[src/core/dbg_status_pkg.sv]
// Purpose: constants for the debug status and instruction injection block
// Assumes: register indices are chosen locally, the port carries an index
// Notes:   status bit positions follow the debug entry status layout
package dbg_status_pkg;
  localparam logic [1:0]  REG_STATUS      = 2'h0;
  localparam logic [1:0]  REG_INSTR       = 2'h1;
  localparam logic [1:0]  REG_PERIPH      = 2'h2;
  localparam logic [1:0]  REG_PC          = 2'h3;
  localparam int          BIT_TBUF_FULL   = 28;
  localparam int          BIT_EXT_EVENT   = 27;
  localparam int          BIT_REQ_ACK     = 26;
  localparam int          BIT_ZERO_OP     = 25;
  localparam int          BIT_HALTED      = 24;
  localparam int          BP_LSB          = 8;
  localparam int          BP_MSB          = 15;
  localparam int          BIT_OCD         = 5;
  localparam int          BIT_SLEEP       = 4;
  localparam int          BIT_HW_BREAK    = 2;
  localparam int          BIT_SW_BREAK    = 1;
  localparam int          BIT_SSTEP       = 0;
  localparam logic [31:0] RESET_WORD      = 32'h0000_0000;
  localparam logic [31:0] ZERO_OPCODE     = 32'h0000_0000;
endpackage : dbg_status_pkg

[src/core/dbg_periph_gate.sv]
// Purpose: per-peripheral run/stop decision while the core is in debug
// Assumes: all inputs are on clk_sys
// Notes:   a set bit keeps the peripheral running in debug while run_in_debug_control is set
`timescale 1ns/10ps
module dbg_periph_gate #(
  parameter int N = 32
) (
  input  wire logic         clk_sys,     // system clock
  input  wire logic         reset_n,     // async reset, active low
  input  wire logic         run_in_debug_control, // run-in-debug enable
  input  wire logic         in_debug,    // core is in debug mode
  input  wire logic [N-1:0] periph_bits, // peripheral_halt_control
  output logic      [N-1:0] periph_stop  // per-peripheral stop, registered
);
  genvar g;
  generate
    for (g = 0; g < N; g++) begin : g_per
      wire keep_run;
      assign keep_run = run_in_debug_control & in_debug & periph_bits[g];
      always_ff @(posedge clk_sys or negedge reset_n) begin
        if (!reset_n) periph_stop[g] <= 1'b0;
        else          periph_stop[g] <= in_debug & ~keep_run;
      end
    end
  endgenerate
endmodule : dbg_periph_gate

[src/core/dbg_status_unit.sv]
// Purpose: debug entry status, injected instruction, peripheral halt control
//          and sampled program counter registers of the on-chip debug unit
// Assumes: core signals are on clk_sys; the event pin input is synchronised here
// Notes:   register access is a simple indexed strobe port from the debug port
//
// Contract
// - every simultaneous entry cause sets its bit
// - status read-only, tracks debug state itself
// - bit 28 trace buffer full cause
// - bit 27 external event input cause
// - bit 26 debug request or abort cause
// - bit 25 all-zero opcode cause
// - bit 24 halted in OCD, no execution
// - bits 15:8 per comparator hit flags
// - bit 5 set only in OCD mode
// - bit 4 OCD entered from sleep
// - bit 2 hardware breakpoint cause
// - bit 1 software breakpoint instruction cause
// - bit 0 single step cause
// - OCD mode executes the injected instruction
// - resume executes displaced instruction from register
// - peripheral runs only if enabled, debug, bit
// - pc register tracks last executed instruction
// - pc holds pre-entry address in debug
// - replaced return uses pc register as PC
// - replace bit fetches injected instruction once, clears
`timescale 1ns/10ps
module dbg_status_unit #(
  parameter int NUM_PERIPH = 32,
  parameter int NUM_BP     = 8
) (
  input  wire logic                  clk_sys,           // system clock
  input  wire logic                  reset_n,           // async reset, active low
  // register port
  input  wire logic [1:0]            reg_index,         // register index
  input  wire logic                  reg_write,         // write strobe, one cycle
  input  wire logic                  reg_read,          // read strobe, one cycle
  input  wire logic [31:0]           reg_wdata,         // write data
  output logic      [31:0]           reg_rdata,         // read data, registered
  output logic                       reg_rvalid,        // read data valid pulse
  // core side
  input  wire logic                  debug_enter,       // pulse: core enters debug
  input  wire logic                  debug_exit,        // pulse: core leaves debug
  input  wire logic                  ocd_mode,          // entry is OCD, not monitor
  input  wire logic                  cause_tbuf_full,   // trace buffer full cause
  input  wire logic                  external_event_input, // event pin, async
  input  wire logic                  event_break_en,    // event pin breaks enabled
  input  wire logic                  cause_request,     // debug request/abort cause
  input  wire logic                  cause_zero_opcode, // zero opcode trap cause
  input  wire logic [NUM_BP-1:0]     cause_comparator,  // comparator hits
  input  wire logic                  cause_sw_break,    // breakpoint instruction
  input  wire logic                  cause_single_step, // single step done
  input  wire logic                  core_sleeping,     // core in a sleep mode
  input  wire logic                  core_busy,         // instruction executing
  input  wire logic                  instr_retire,      // pulse: instruction retired
  input  wire logic [31:0]           retire_pc,         // PC of retired instruction
  input  wire logic                  instruction_replace_control, // replace bit
  input  wire logic                  replace_fetch,     // pulse: first fetch after exit
  input  wire logic                  run_in_debug_control, // run-in-debug enable
  output logic                       inject_valid,      // injected instruction pending
  output logic      [31:0]           inject_instr,      // instruction for the core
  output logic                       use_injected,      // fetch from injected register
  output logic                       replace_done,      // pulse: clear replace bit
  output logic      [31:0]           replace_pc,        // PC seen by replaced return
  output logic                       event_break,       // pulse: falling edge on event pin
  output logic      [NUM_PERIPH-1:0] periph_stop        // per-peripheral stop
);
  logic [31:0]            instr_q;
  logic [NUM_PERIPH-1:0]  periph_q;
  logic [31:0]            pc_q;
  logic                   in_debug_q;
  logic                   ocd_q;
  logic                   tbuf_q;
  logic                   ext_q;
  logic                   req_q;
  logic                   zop_q;
  logic                   sleep_q;
  logic                   hwb_q;
  logic                   swb_q;
  logic                   sss_q;
  logic [NUM_BP-1:0]      bp_q;
  logic                   pend_q;
  logic                   evt_s1_q;
  logic                   evt_s2_q;
  logic                   evt_s3_q;
  logic                   ext_hit_q;
  logic [31:0]            rdata_d;

  // the pin is asynchronous: two flops, then a third for falling edge detection
  always_ff @(posedge clk_sys or negedge reset_n) begin
    if (!reset_n) begin
      evt_s1_q <= 1'b1;
      evt_s2_q <= 1'b1;
      evt_s3_q <= 1'b1;
    end else begin
      evt_s1_q <= external_event_input;
      evt_s2_q <= evt_s1_q;
      evt_s3_q <= evt_s2_q;
    end
  end

  wire evt_fall;
  assign evt_fall    = evt_s3_q & ~evt_s2_q;
  assign event_break = evt_fall & event_break_en & ~in_debug_q;

  // remember an event break until the core actually enters debug
  always_ff @(posedge clk_sys or negedge reset_n) begin
    if (!reset_n) begin
      ext_hit_q <= 1'b0;
    end else if (debug_enter) begin
      ext_hit_q <= 1'b0;
    end else if (event_break) begin
      ext_hit_q <= 1'b1;
    end
  end

  wire wr_instr, wr_periph, wr_pc;
  assign wr_instr  = reg_write & (reg_index == dbg_status_pkg::REG_INSTR);
  assign wr_periph = reg_write & (reg_index == dbg_status_pkg::REG_PERIPH);
  assign wr_pc     = reg_write & (reg_index == dbg_status_pkg::REG_PC);

  // all causes of one entry are latched together; an entry wins over a same-cycle exit
  wire   load_cause;
  wire   drop_cause;
  assign load_cause = debug_enter;
  assign drop_cause = debug_exit & ~debug_enter;

  // in debug from the entry pulse until the exit pulse
  wire   in_debug_d;
  assign in_debug_d = load_cause ? 1'b1 : drop_cause ? 1'b0 : in_debug_q;
  always_ff @(posedge clk_sys or negedge reset_n) begin
    if (!reset_n) begin
      in_debug_q <= 1'b0;
    end else begin
      in_debug_q <= in_debug_d;
    end
  end

  // ocd entry as opposed to monitor entry
  wire   ocd_d;
  assign ocd_d = load_cause ? ocd_mode : drop_cause ? 1'b0 : ocd_q;
  always_ff @(posedge clk_sys or negedge reset_n) begin
    if (!reset_n) begin
      ocd_q <= 1'b0;
    end else begin
      ocd_q <= ocd_d;
    end
  end

  // trace buffer full
  wire   tbuf_d;
  assign tbuf_d = load_cause ? cause_tbuf_full : drop_cause ? 1'b0 : tbuf_q;
  always_ff @(posedge clk_sys or negedge reset_n) begin
    if (!reset_n) begin
      tbuf_q <= 1'b0;
    end else begin
      tbuf_q <= tbuf_d;
    end
  end

  // event pin, also when its break lands in the entry cycle itself
  wire   ext_d;
  assign ext_d = load_cause ? (ext_hit_q | event_break) : drop_cause ? 1'b0 : ext_q;
  always_ff @(posedge clk_sys or negedge reset_n) begin
    if (!reset_n) begin
      ext_q <= 1'b0;
    end else begin
      ext_q <= ext_d;
    end
  end

  // debug request or abort
  wire   req_d;
  assign req_d = load_cause ? cause_request : drop_cause ? 1'b0 : req_q;
  always_ff @(posedge clk_sys or negedge reset_n) begin
    if (!reset_n) begin
      req_q <= 1'b0;
    end else begin
      req_q <= req_d;
    end
  end

  // all-zero opcode trap
  wire   zop_d;
  assign zop_d = load_cause ? cause_zero_opcode : drop_cause ? 1'b0 : zop_q;
  always_ff @(posedge clk_sys or negedge reset_n) begin
    if (!reset_n) begin
      zop_q <= 1'b0;
    end else begin
      zop_q <= zop_d;
    end
  end

  // comparator hits, comparator 0A in the lowest bit
  wire   [NUM_BP-1:0] bp_d;
  assign bp_d = load_cause ? cause_comparator : drop_cause ? {NUM_BP{1'b0}} : bp_q;
  always_ff @(posedge clk_sys or negedge reset_n) begin
    if (!reset_n) begin
      bp_q <= '0;
    end else begin
      bp_q <= bp_d;
    end
  end

  // any comparator hit
  wire   hwb_d;
  assign hwb_d = load_cause ? (|cause_comparator) : drop_cause ? 1'b0 : hwb_q;
  always_ff @(posedge clk_sys or negedge reset_n) begin
    if (!reset_n) begin
      hwb_q <= 1'b0;
    end else begin
      hwb_q <= hwb_d;
    end
  end

  // breakpoint instruction
  wire   swb_d;
  assign swb_d = load_cause ? cause_sw_break : drop_cause ? 1'b0 : swb_q;
  always_ff @(posedge clk_sys or negedge reset_n) begin
    if (!reset_n) begin
      swb_q <= 1'b0;
    end else begin
      swb_q <= swb_d;
    end
  end

  // single step done
  wire   sss_d;
  assign sss_d = load_cause ? cause_single_step : drop_cause ? 1'b0 : sss_q;
  always_ff @(posedge clk_sys or negedge reset_n) begin
    if (!reset_n) begin
      sss_q <= 1'b0;
    end else begin
      sss_q <= sss_d;
    end
  end

  // monitor entries never report sleep, only ocd entries do
  wire   sleep_d;
  assign sleep_d = load_cause ? (ocd_mode & core_sleeping) : drop_cause ? 1'b0 : sleep_q;
  always_ff @(posedge clk_sys or negedge reset_n) begin
    if (!reset_n) begin
      sleep_q <= 1'b0;
    end else begin
      sleep_q <= sleep_d;
    end
  end

  // status word is assembled live from state, so it never needs clearing
  logic [31:0] status_w;
  always_comb begin
    status_w = dbg_status_pkg::RESET_WORD;
    status_w[dbg_status_pkg::BIT_TBUF_FULL] = tbuf_q;
    status_w[dbg_status_pkg::BIT_EXT_EVENT] = ext_q;
    status_w[dbg_status_pkg::BIT_REQ_ACK]   = req_q;
    status_w[dbg_status_pkg::BIT_ZERO_OP]   = zop_q;
    status_w[dbg_status_pkg::BIT_HALTED]    = ocd_q & ~core_busy & ~pend_q;
    status_w[dbg_status_pkg::BP_MSB:dbg_status_pkg::BP_LSB] = bp_q;
    status_w[dbg_status_pkg::BIT_OCD]       = ocd_q;
    status_w[dbg_status_pkg::BIT_SLEEP]     = sleep_q;
    status_w[dbg_status_pkg::BIT_HW_BREAK]  = hwb_q;
    status_w[dbg_status_pkg::BIT_SW_BREAK]  = swb_q;
    status_w[dbg_status_pkg::BIT_SSTEP]     = sss_q;
  end

  // injected instruction: a write while in OCD mode queues one execution
  always_ff @(posedge clk_sys or negedge reset_n) begin
    if (!reset_n) begin
      instr_q <= dbg_status_pkg::RESET_WORD;
    end else if (wr_instr) begin
      instr_q <= reg_wdata;
    end
  end

  // pending flag: new write wins over the core consuming the previous one
  wire consume;
  assign consume = pend_q & ocd_q & ~core_busy;
  always_ff @(posedge clk_sys or negedge reset_n) begin
    if (!reset_n) begin
      pend_q <= 1'b0;
    end else if (wr_instr & ocd_q) begin
      pend_q <= 1'b1;
    end else if (consume | ~ocd_q) begin
      pend_q <= 1'b0;
    end
  end

  assign inject_valid = pend_q;
  assign inject_instr = instr_q;

  // replace: first fetch after exit comes from the injected register once
  assign use_injected = instruction_replace_control & ~in_debug_q & replace_fetch;
  assign replace_done = use_injected;
  assign replace_pc   = pc_q;

  always_ff @(posedge clk_sys or negedge reset_n) begin
    if (!reset_n) begin
      periph_q <= '0;
    end else if (wr_periph) begin
      periph_q <= reg_wdata[NUM_PERIPH-1:0];
    end
  end

  // pc tracks retirement only outside debug, so it freezes at the pre-entry value;
  // a debugger write is kept for the replaced return sequence
  always_ff @(posedge clk_sys or negedge reset_n) begin
    if (!reset_n) begin
      pc_q <= dbg_status_pkg::RESET_WORD;
    end else if (wr_pc) begin
      pc_q <= reg_wdata;
    end else if (instr_retire & ~in_debug_q) begin
      pc_q <= retire_pc;
    end
  end

  // reads only select, no state changes on a read
  always_comb begin
    case (reg_index)
      dbg_status_pkg::REG_STATUS: rdata_d = status_w;
      dbg_status_pkg::REG_INSTR:  rdata_d = instr_q;
      dbg_status_pkg::REG_PERIPH: rdata_d = 32'(periph_q);
      dbg_status_pkg::REG_PC:     rdata_d = pc_q;
      default:                    rdata_d = dbg_status_pkg::RESET_WORD;
    endcase
  end

  always_ff @(posedge clk_sys or negedge reset_n) begin
    if (!reset_n) begin
      reg_rdata  <= dbg_status_pkg::RESET_WORD;
      reg_rvalid <= 1'b0;
    end else begin
      reg_rvalid <= reg_read;
      if (reg_read) reg_rdata <= rdata_d;
    end
  end

  dbg_periph_gate #(
    .N (NUM_PERIPH)
  ) u_gate (
    .clk_sys              (clk_sys),
    .reset_n              (reset_n),
    .run_in_debug_control (run_in_debug_control),
    .in_debug             (in_debug_q),
    .periph_bits          (periph_q),
    .periph_stop          (periph_stop)
  );
endmodule : dbg_status_unit

[config.mk]
export PLATFORM = sky130hd
export DESIGN_NAME = dbg_status_unit
export DESIGN_NICKNAME = d
export VERILOG_FILES = /design/src/core/dbg_status_pkg.sv /design/src/core/dbg_periph_gate.sv /design/src/core/dbg_status_unit.sv
export SDC_FILE = /design/constraint.sdc
export NUM_CORES = 1
export LEC_CHECK = 0
export ABC_CLOCK_PERIOD_IN_PS = 1200
export BUFFER_PORTS_ARGS = -buffer_cell sky130_fd_sc_hd__buf_2
export CAP_MARGIN = 20
export CORE_MARGIN = 2
export CORE_UTILIZATION = 47
export CTS_CLUSTER_DIAMETER = 30
export DETAILED_ROUTE_END_ITERATION = 8
export PLACE_DENSITY_LB_ADDON = 0.05
export REMOVE_ABC_BUFFERS = 1
export SLEW_MARGIN = 20
export SYNTH_ARGS = -nofsm -noshare
export SYNTH_HDL_FRONTEND = slang
export SYNTH_HIERARCHICAL = 1
export SYNTH_SLANG_ARGS = --single-unit
[constraint.sdc]
create_clock -name clk_sys -period 1.2 [get_ports clk_sys]
set_input_delay 0.12 -clock clk_sys [delete_from_list [all_inputs] [get_ports clk_sys]]
set_output_delay 0.12 -clock clk_sys [all_outputs]
set_load 0.005 [all_outputs]
-- Word-level counts from Yosys, hierarchy flattened
Index checks and enable logic that the tools add are counted.
- equal/unequal tests: 3
- muxes and demuxes: 20
- bitwise operators: 121
- reduce and logical (&&, ||, !) cells: 6
- operators with widths (cell ; count):
    32-bit one-hot mux with 4 select lines ; 1
    1-bit bitwise AND ; 81
    32-bit two-way mux ; 2
    1-bit NOT ; 38
    8-bit two-way mux ; 2
    1-bit two-way mux ; 15
    2-bit nonzero test ; 4
    8-bit OR reduction ; 1
    2-bit equality test, second input constant ; 2
    2-bit by 1-bit equality test with 1-bit output, second input constant ; 1
    2-bit zero test ; 1
    1-bit bitwise OR ; 2
- register bits after elaboration: 184
- bits of input ports: 94
- output and inout bits: 133

-- Longest topological paths before layout
Gate-level depths: netlist of run 1.
- depth after elaboration: 6
- mapped depth: 6
- mapped depth without buffers: 3

-- Hierarchy
Netlist of run 1, hierarchy kept.
- by module, submodules not included (module ; instances ; cells an instance ; area an instance (µm²) ; seq. area each (µm²)):
    dbg_status_unit ; 1 ; 507 ; 6723.9 ; 3807.4
    dbg_periph_gate ; 1 ; 70 ; 1209.9 ; 800.8

-- Worst setup path after synthesis of run 1
OpenSTA, ideal clock, no wires.
- path type: reg2reg
- start point: register in_debug_q
- end point: register pc_q[10] (netlist: replace_pc[10])
- library setup time: 0.134 ns
- arrival time: 1.231 ns
- slack: -0.165 ns
- cell stages (with the launch flop): 6
- buffers on the path: 2
- clock period less this slack: 1.365 ns
- path through: dfrtp_1 nor2b_1 buf_2 buf_2 mux2i_1 o21ai_0
- cells in the longest elaborated chain, start to end: 3
- RTL lines (item ; RTL line ; RTL):
    start: declaration ; dbg_status_unit.sv:71 ; logic in_debug_q;
    start signal: assignment ; dbg_status_unit.sv:135 ; in_debug_q <= in_debug_d;
    1-bit NOT ; dbg_status_unit.sv:311 ; end else if (instr_retire & ~in_debug_q) begin
    1-bit bitwise AND ; dbg_status_unit.sv:311 ;
    2-bit nonzero test (no source line) ; n/a ;
    end signal: assignment ; dbg_status_unit.sv:308 ; pc_q <= dbg_status_pkg::RESET_WORD;
    end signal: assignment ; dbg_status_unit.sv:310 ; pc_q <= reg_wdata;
    end signal: assignment ; dbg_status_unit.sv:312 ; pc_q <= retire_pc;
    end: declaration ; dbg_status_unit.sv:70 ; logic [31:0] pc_q;
No other way between the ends.
A chain may end at the register's enable or synchronous reset.

-- Worst setup path in the final report of run 1
- start point: register in_debug_q
- end point: register pc_q[1] (netlist: replace_pc[1])
Same word-level chain as after synthesis.

==> results of run 1 <==
metal layers:
metal	share of wire [%]	vias to the layer above
met1	41	3182
met3	5.2	32
li1	-	2847
met2	52	191
met4	1.5	2
met5	0.051	-
worst paths after layout:
check / slack, ns / start / depth (start not counted) / endpoint
hold / removal: 0.02 / debug_enter / 2 / ext_hit_q
max in group asynchronous: 0.48 / reset_n / 3 / evt_s2_q
min in group asynchronous: 0.14 / reset_n / 2 / u_gate/periph_stop[26]
hold reg to reg: 0.35 / evt_s1_q / 0 / evt_s2_q
setup reg to reg: -0.32 / in_debug_q / 6 / replace_pc[1]
setup / recovery: -0.32 / in_debug_q / 6 / replace_pc[1]
placed cells by master (no fill, tap or decap), drive strengths merged:
cell type    Yosys  final
a21boi          33     33
a21o             1      1
a21oi           15     15
a22oi           14     14
a31o             2      2
and3             2      2
buf             29    336
bufinv           0      3
clkbuf          14     19
clkinv           1      5
clkinvlp         0      3
dfrtp          181    181
dfstp            3      3
dlygate4sd3      0     81
inv              1      4
mux2            96     96
mux2i           32     32
mux4            18     18
nand2           64     64
nand3b           1      1
nor2            17     17
nor2b            2      2
nor3b            1      1
nor4             2      2
nor4bb           1      1
o21ai           46     46
o22ai            1      1
cell usage after synthesis (3+ instances only):
library cell,n
a22oi_1,14
a21oi_1,15
mux2_4,15
buf_2,18
buf_6,8
nand2_1,63
mux2_2,79
dfstp_2,3
nor2_1,17
a21boi_0,3
o21ai_0,46
dfrtp_1,181
clkbuf_1,11
a21boi_2,30
mux2i_1,32
mux4_2,18
clkbuf_4,3
worst reg2reg max path: stages, from the launching register on:
cell and delay [ns]:
dfrtp_1 0.39, buf_4 0.15, buf_4 0.13, nor2b_4 0.16, buf_12 0.21, mux2i_1 0.26, o21ai_1 0.09
area by class of cell:
class                   count  area share (%)
inverters                   2          0.0627
clock inverters            13            1.42
clock buffers              19            3.70
flip-flops and latches    184            38.5
well taps                 220            2.30
repair buffers            417            28.0
multi-input cells         348            26.0
power groups by stage:
stage | Combinational, mW | Sequential [mW] | Clock, mW
CTS | 4.26 | 7.90 | 5.89
global placement | 3.65 | 7.94 | 0
finish | 4.59 | 7.92 | 5.79
detailed placement | 3.75 | 7.98 | 0
floorplan | 1.43 | 7.97 | 0
global route | 4.94 | 8.03 | 6.17
cell families (layout without fill, tap and decap cells):
logic type	Yosys count	in the layout	share of synthesized area, %
AO/OA/AOI/OAI	112	112	10.1
multiplexers	146	146	23.5
buffers and inverters	45	451	3.61
AND/OR/NAND/NOR	90	90	4.72
flip-flops	184	184	58.1
metrics by stage:
| stage | instance area (µm²) | worst slack [ns] | hold slack (ns) | utilization [%] |
|---|---|---|---|---|
| final | 12000 | -0.321 | 0.0213 | 72.4 |
| after detailed placement | 9990 | -0.198 | 0.0444 | 60.4 |
| after floorplan | 7650 | -2.05 | -0.176 | - |
| after global placement | 9990 | -0.183 | 0.0386 | 60.4 |
| after global routing | 12000 | -0.376 | 0.0367 | 72.4 |
| after CTS | 11700 | -0.340 | 0.00375 | 70.8 |
state kept, by name, indices dropped and copies added, names as in the netlist, 8 cells and up:
name	count
u_gate/periph_stop	32
inject_instr	32
periph_q	32
replace_pc	32
bp_q	8
reg_rdata	32
what timing repair did:
action	in CTS	in global routing
pin swaps	2	2
setup endpoints to repair	74	87
gates resized for setup	77	35
buffers inserted	10	12
hold buffers	81	0
hold endpoints to repair	296	0
==> run metrics, run 1 <==
CTS Sinks=184; root cell of the clock tree=clkbuf_16; setup TNS=-9.92 ns; Synth Cell Area=0.00793 mm²; Port Buffer Count=226; WL final=23.5 mm; Pre-antenna DRT Iters=4; I/O Pins=227; number of synthesized register bits=184; most used routing layer=met2; P&R area growth vs syn=50.8%; Cell Pwr Density=1530 mW/mm²; fin crit share=127%; antenna viol nets, final=0; n_diodes=0; Mapped Cells=577; Clock H-tree levels=4; final hold violations=0; Sequential Power Share=between 40% and 50%; Nets=around 1100; Reg clk slew, reported paths=~0.06 ns; Synth Warn #=6; EDFF count, synth=0; area leader, netlist=dfrtp_1; FF/Latch Area=approximately 0.0046 mm²; critical-path cell list=buf_4 -> buf_4 -> nor2b_4 -> buf_12 -> mux2i_1 -> o21ai_1; Worst Setup Start Kind=register; P_sw=4.85 mW; Design Power=18.3 mW; Clk pwr share=a little under a third; failing checks=negative setup slack; pin count of the biggest net entering global routing=37; M1 GR Usage=33.7%; FILL cells=between 1000 and 1500; Via Count=between 6000 and 7000; Slew Viols, Final=0; CP max stage delay=between 0.3 and 0.4 ns; total track usage=26.8%; initial antenna violation count=1; fmax=0.657 GHz; dpl cells=approximately 1100; combinational share of power=about a quarter; RSZ-0062 raised after global routing=true; Tightest Pin Transition=between 0.4 and 0.5 ns; met3 Usage GRT=6.20%; Worst-Skew Late Latency=0.44 ns; DR DRC count=0; layout cell share with drive strength beyond 1=53.4%; WL/cell=a little under 20 µm; min cycle time layout=~1.5 ns; clock buffer depth=2; CP most frequent cell=buf_4; arrival time worst endpoint=between 1.5 and 2 ns; worst relative slew slack=~68%; CTS tree=yes; CP bufs+invs=3; routability cong.=around 0.86; Die Y=134 µm; post-DP HPWL=15.4 mm; Core Region=between 0.015 and 0.02 mm²; gr ovfl total=0; Crit Path Class=reg -> reg; top post-synthesis cells by area=dfrtp_1 (57%), mux2_2 (11%), mux4_2 (5.1%), a21boi_2 (4.3%), mux2i_1 (4.0%); Die X=between 100 and 150 µm; P_leak=~5.6 nW; Worst Setup End Kind=register; Power Internal=roughly 13 mW; Die Area=around 0.018 mm²; Sw Ratio=a little over a quarter; outcome=finished, violations left; area share of the largest cell type after synthesis=57.1%; Setup violations, final=53; Slowest cell on crit path=dfrtp_1; Avg Inst Size Synth=roughly 14 µm²; final worst setup slack=-0.321 ns; max-cap viol count=0; vias per std cell=around 5.2; CP required=roughly 1.5 ns; Top delay family on crit path=buffers and inverters; initial DRC count=275; maximum VDD drop=1.07 mV; area of the multi-input gates=a little over 0.003 mm²; clk_skew=0.0143 ns; vias in the first global route=between 6000 and 7000; fin cells=around 1200; Hold Path Class=in -> reg; Inserted Clock Buffers=17; global-route wire length before repair=approximately 37 mm; post-synth cell types=32; Row Count=between 40 and 50; critical path peak fanout=16; ys flop type=dfrtp_1; register area share after synthesis=approximately three fifths; GR Util met2=46.6%; post-synthesis async set-or-reset flop share=100%; Initial Utilization=around 48%
Power figures use the tool's default switching activity.
==> run 2: changes to the inputs <==
--- a/config.mk
+++ b/config.mk
@@ -12,10 +12,9 @@
 export CORE_UTILIZATION = 47
 export CTS_CLUSTER_DIAMETER = 30
 export DETAILED_ROUTE_END_ITERATION = 8
-export PLACE_DENSITY_LB_ADDON = 0.05
+export PLACE_DENSITY = 0.74
 export REMOVE_ABC_BUFFERS = 1
 export SLEW_MARGIN = 20
 export SYNTH_ARGS = -nofsm -noshare
 export SYNTH_HDL_FRONTEND = slang
-export SYNTH_HIERARCHICAL = 1
 export SYNTH_SLANG_ARGS = --single-unit
==> run metrics, run 2 <==
outcome=finished, violations left; failing checks=negative setup slack; Worst Setup Start Kind=register; RSZ-0062 raised after global routing=true; root cell of the clock tree=clkbuf_16; CTS Sinks=~180; WL/cell=between 15 and 20 µm; CTS tree=yes; WHS Path Cells=3; P&R area growth vs syn=42.2%; Design Power=approximately 17 mW; Post-Layout Inst Area=approximately 0.011 mm²; Core Region=~0.017 mm²; clk_skew=0.00894 ns; Sw Ratio=a little over a quarter; Initial Utilization=a little under 50%; FILL cells=1200; pin count of the biggest net entering global routing=a little over 40; clock buffer depth=2; critical-path cell list=nor4bb_2 -> buf_4 -> buf_6; area leader, netlist=dfrtp_1; DR DRC count=0; setup TNS=-7.13 ns; Slew Viols, Final=0; Tightest Pin Transition=between 0.7 and 0.8 ns; gr ovfl total=0; fmax=roughly 0.67 GHz; ys flop type=dfrtp_1; hold_sp=retire_pc[3]; WL final=23.6 mm; CP required=roughly 1.1 ns; Die Y=between 100 and 150 µm; combinational share of power=20.9%; worst r2r path cells=6; count leader, synth=dfrtp_1; Die Area=between 0.015 and 0.02 mm²; vias in the first global route=6615; Nets=around 1100; register area share after synthesis=58.1%; Crit Path Class=reg -> out; reg2reg end=replace_pc[4]; post-synth cell types=37; P_leak=around 5.4 nW; Avg Inst Size Synth=between 10 and 15 µm²; Synth Warn #=0; maximum VDD drop=approximately 1 mV; worst relative slew slack=52.2%; commonest non-fill, non-tap cell in the layout=buf_2; Setup violations, final=35; top post-synthesis cells by area=dfrtp_1 (57%), mux2i_1 (6.3%), mux2_4 (5.7%), mux2_2 (5.1%), mux2_1 (4.1%); arrival time worst endpoint=1.38 ns; Die X=between 100 and 150 µm; number of synthesized register bits=roughly 180; Cell Pwr Density=roughly 1500 mW/mm²; Worst Setup End Kind=output pin; final hold violations=0; post-DP HPWL=between 15 and 20 mm; FF-to-FF Start=in_debug_q; I/O Pins=about 230; area share of the largest cell type after synthesis=~57%; layout cell share with drive strength beyond 1=40.0%; Power Internal=approximately 12 mW; P_sw=4.50 mW; Mapped Cells=around 640; r2r setup slk=-0.24 ns; fin crit share=125%; global-route wire length before repair=about 36 mm; min cycle time layout=1.50 ns; Hold Path Class=in -> reg; Port Buffer Count=roughly 230; CP max stage delay=0.51 ns; Synth Cell Area=about 0.0079 mm²; Worst-Skew Late Latency=0.43 ns; Reg clk slew, reported paths=0.07 ns; EDFF count, synth=0; hold endpoint=replace_pc[3]; Core Util, Final=between 60% and 70%; most frequent cells in the layout=buf_2 (224), dfrtp_1 (180), dlygate4sd3_1 (81); commonest cells in the netlist=dfrtp_1 (181), nand2_1 (80), mux2i_1 (50); post-synthesis async set-or-reset flop share=100%; final worst setup slack=-0.303 ns; Slowest cell on crit path=dfstp_2; Clock H-tree levels=4; critical path peak fanout=2; total track usage=26.4%; Via Count=between 6000 and 7000; Pre-antenna DRT Iters=5; initial DRC count=roughly 270; vias per std cell=5.25; max-cap viol count=0; initial antenna violation count=2; routability cong.=approximately 0.80; Clk pwr share=around a third; Critical Path Source=evt_s3_q; antenna viol nets, final=0; Row Count=between 40 and 50; Sequential Power Share=47.4%; DP Area=approximately 0.0097 mm²; Inserted Clock Buffers=17
==> run 2: cell count changes after synthesis, sizes merged, moves of 4 or more <==
cell	change
inv	+18
mux2i	+18
mux4	-18
nand2	+17
o221ai	+17
clkbuf	+4
==> run 2: worst max-delay path by stage <==
stage	endpoint	slack (ns)
6_report	event_break	-0.30
5_1_grt	event_break	-0.34
4_1_cts	event_break	-0.31
3_5_place_dp	reg_rdata[28]	-0.13
3_3_place_gp	reg_rdata[28]	-0.09
2_1_floorplan	replace_pc[10]	-2.06
==> run 2: routing by layer <==
metal / wire, µm / up-vias / GRT usage (%) / share of wire (%)
li1: - / 2937 / - / -
met1: 10000 / 3163 / 34.4 / 42
met2: 11600 / 245 / 43.6 / 49
met3: 1560 / 30 / 6.42 / 6.6
met4: 447 / 0 / 8.75 / 1.9
met5: 0 / - / 0 / 0
==> run 2: power groups by stage <==
stage	Sequential, mW	Combinational [mW]	Clock, mW
2_1_floorplan	7.89	1.37	0
3_3_place_gp	7.94	3.02	0
3_5_place_dp	7.95	3.10	0
4_1_cts	7.85	3.41	5.32
5_1_grt	7.98	3.80	5.60
6_report	7.88	3.48	5.26
==> run 2: cell families (layout without fill, tap and decap cells) <==
family / count (synthesis) / after routing / share of synthesized area [%]
multiplexers: 145 / 145 / 21.2
AND/OR/NAND/NOR: 111 / 111 / 5.96
AO/OA/AOI/OAI: 131 / 131 / 10.8
buffers and inverters: 66 / 422 / 3.97
flip-flops: 184 / 184 / 58.1
other: 0 / 2 / 0
==> run 2: final cells by class <==
| cell class | instances | area, µm² | share of cell area [%] |
|---|---|---|---|
| Sequential cell | 184 | 4610 | 40.8 |
| Clock inverter | 7 | 75.1 | 0.665 |
| Clock buffer | 25 | 475 | 4.21 |
| Timing Repair Buffer | 370 | 2720 | 24.1 |
| Multi-Input combinational cell | 387 | 3050 | 27.0 |
| Inverter | 20 | 78.8 | 0.698 |
| Antenna cell | 2 | 5.00 | 0.0443 |
| Tap cell | 220 | 275 | 2.44 |
==> run 2: worst max-delay path: cells and delay by family (launching register included) <==
family                 cells  cell delay, ns
AND/OR/NAND/NOR            1            0.19
flip-flops                 1            0.51
buffers and inverters      2            0.26
==> run 2: timing repair <==
action | in CTS | in global routing
setup buffers | 4 | 4
gates cloned | 3 | 2
endpoints found under the setup margin | 32 | 43
gates resized for setup | 31 | 11
hold buffers | 81 | 0
pin swaps | 0 | 1
hold endpoints to repair | 268 | 0
==> run 2: through the flow <==
step           setup slack [ns]  std cells  hold WS, ns
4_1_cts                  -0.314       1207      0.00383
3_3_place_gp            -0.0901       1087       0.0741
3_5_place_dp             -0.129       1087       0.0787
6_report                 -0.303       1215       0.0126
2_1_floorplan             -2.06        591       -0.176
5_1_grt                  -0.342       1214       0.0204
==> run 3: changes to the inputs <==
--- a/config.mk
+++ b/config.mk
@@ -9,10 +9,11 @@
 export BUFFER_PORTS_ARGS = -buffer_cell sky130_fd_sc_hd__buf_2
 export CAP_MARGIN = 20
 export CORE_MARGIN = 2
-export CORE_UTILIZATION = 47
+export CORE_UTILIZATION = 49
+export CTS_BUF_LIST = sky130_fd_sc_hd__clkbuf_8
 export CTS_CLUSTER_DIAMETER = 30
 export DETAILED_ROUTE_END_ITERATION = 8
-export PLACE_DENSITY = 0.74
+export PLACE_DENSITY = 0.77
 export REMOVE_ABC_BUFFERS = 1
 export SLEW_MARGIN = 20
 export SYNTH_ARGS = -nofsm -noshare
==> run metrics, run 3 (synthesis gave the netlist of run 2 again) <==
initial DRC count=around 340; routability cong.=0.800; fin cells=1217; critical path peak fanout=3; CP required=approximately 1.1 ns; Core Region=between 0.015 and 0.02 mm²; P&R area growth vs syn=41.6%; I/O Pins=227; vias in the first global route=6708; GR Util met2=approximately 45%; Hold Path Class=in -> reg; most used routing layer=met2; max-cap viol count=0; Inserted Clock Buffers=17; CP bufs+invs=2; gr ovfl total=0; Die Area=about 0.017 mm²; fin crit share=130%; Crit Path Class=reg -> out; Via Count=around 6500; total track usage=between 20% and 30%; initial antenna violation count=0; final worst setup slack=-0.360 ns; n_diodes=0; dpl cells=approximately 1100; FF-to-FF Start=in_debug_q; Nets=approximately 1100; fmax=roughly 0.64 GHz; Worst-Skew Late Latency=0.46 ns; Worst Setup Start Kind=register; DR DRC count=0; Clock H-tree levels=4; most frequent cells in the layout=buf_2 (225), dfrtp_1 (181), dlygate4sd3_1 (84); worst relative slew slack=70.3%; outcome=finished, violations left; clk_skew=between 0.009 and 0.01 ns; worst r2r path cells=6; Tightest Pin Transition=0.446 ns; vias per std cell=between 5 and 6; Slew Viols, Final=0; Top delay family on crit path=flip-flops; worst slack, placed=-0.0945 ns; pin count of the biggest net entering global routing=47; Reg clk slew, reported paths=approximately 0.10 ns; WL final=23.7 mm; arrival time worst endpoint=1.44 ns; WHS Path Cells=3; root cell of the clock tree=clkbuf_8; critical-path cell list=buf_6 -> nor4bb_4 -> buf_2; M1 GR Usage=a little under two fifths; maximum VDD drop=slightly below 0.9 mV; Pre-antenna DRT Iters=5; FILL cells=between 1000 and 1500; layout cell share with drive strength beyond 1=roughly two fifths; Worst Setup End Kind=output pin; Cell Pwr Density=~1400 mW/mm²; Die Y=roughly 130 µm; post-DP HPWL=between 15 and 20 mm; hold_sp=run_in_debug_control; global-route wire length before repair=around 37 mm; final hold violations=0; Initial Utilization=50.0%; Design Power=around 16 mW; Die X=~130 µm; Setup violations, final=36; failing checks=negative setup slack; antenna viol nets, final=0; Row Count=46; clock buffer depth=2; hold slack=about 0.076 ns; Slowest cell on crit path=dfrtp_1; setup TNS=-6.00 ns; hold endpoint=u_gate.periph_stop[29]; P_leak=about 5.4 nW; CTS Sinks=184; met3 Usage GRT=under 10%; reg2reg end=replace_pc[13]; commonest non-fill, non-tap cell in the layout=buf_2; WL/cell=just under 20 µm; CTS tree=yes; Port Buffer Count=around 230; min cycle time layout=1.56 ns; RSZ-0062 raised after global routing=true; r2r setup slk=-0.24 ns; CP max stage delay=approximately 0.4 ns
[run 3: changes by cell type in the layout (fill, tap and decap cells not counted), moves of 3 or more]
cell           previous run  this run
buf_4                    40        43
clkbuf_1                  6         0
clkbuf_16                19         2
clkbuf_8                  3        18
clkinvlp_4                4         1
dlygate4sd3_1            81        84
inv_6                     0         6
inv_8                     0         4
mux2i_1                  48        44
mux2i_2                   2         5
o21ai_0                  13        17
o21ai_1                  32        28
[run 3: report_power, final]
part | total (mW) | internal [mW] | switching (mW)
Clock | 4.38 | 1.95 | 2.43
Combinational | 3.59 | 2.01 | 1.57
Sequential | 7.87 | 7.17 | 0.699
Total | 15.8 | 11.1 | 4.70
[run 3: repair_timing]
| item | in CTS | in global routing |
|---|---|---|
| buffers inserted | 4 | 13 |
| cloned | 1 | 2 |
| setup endpoints to repair | 28 | 60 |
| hold buffers | 86 | 0 |
| gates resized for setup | 38 | 23 |
| pin swaps | 2 | 2 |
| endpoints found under the hold margin | 266 | 0 |
[run 3: worst max-delay path by stage]
stage	cells past startpoint	slack (ns)	startpoint	end
floorplan	3	-2.06	in_debug_q	replace_pc[10]
detailed placement	4	-0.09	in_debug_q	ext_q
global placement	4	-0.08	in_debug_q	ext_q
finish	3	-0.36	in_debug_q	event_break
CTS	3	-0.39	in_debug_q	event_break
global route	3	-0.43	in_debug_q	event_break
[run 3: stage by stage]
step	util (%)	area [µm²]
after floorplan	-	7700
after global placement	61.1	9700
after detailed placement	61.1	9700
after CTS	70.0	11100
after global routing	70.7	11200
final	70.7	11200
[run 3: worst register-to-register path, stage by stage (launching register included)]
cell	delay [ns]
dfrtp_1	0.40
buf_4	0.14
nor2b_4	0.20
buf_4	0.18
buf_16	0.12
mux2i_2	0.20
o21ai_0	0.09
[run 3: final cells by class]
type	instances	area, µm²	share of cell area [%]
sequential	184	4610	41.0
multi-input combinational	387	3090	27.5
timing repair buffer	378	2790	24.8
tap	216	270	2.41
clock buffer	17	234	2.08
clock inverter	15	179	1.59
inverter	20	75.1	0.668
[run 3: routing by layer]
layer | routed length [µm] | vias up | part of all wire, %
met5 | 0 | - | 0
met4 | 552 | 0 | 2.3
met3 | 1480 | 43 | 6.2
met2 | 11600 | 267 | 49
met1 | 10100 | 3274 | 42
li1 | - | 2940 | -
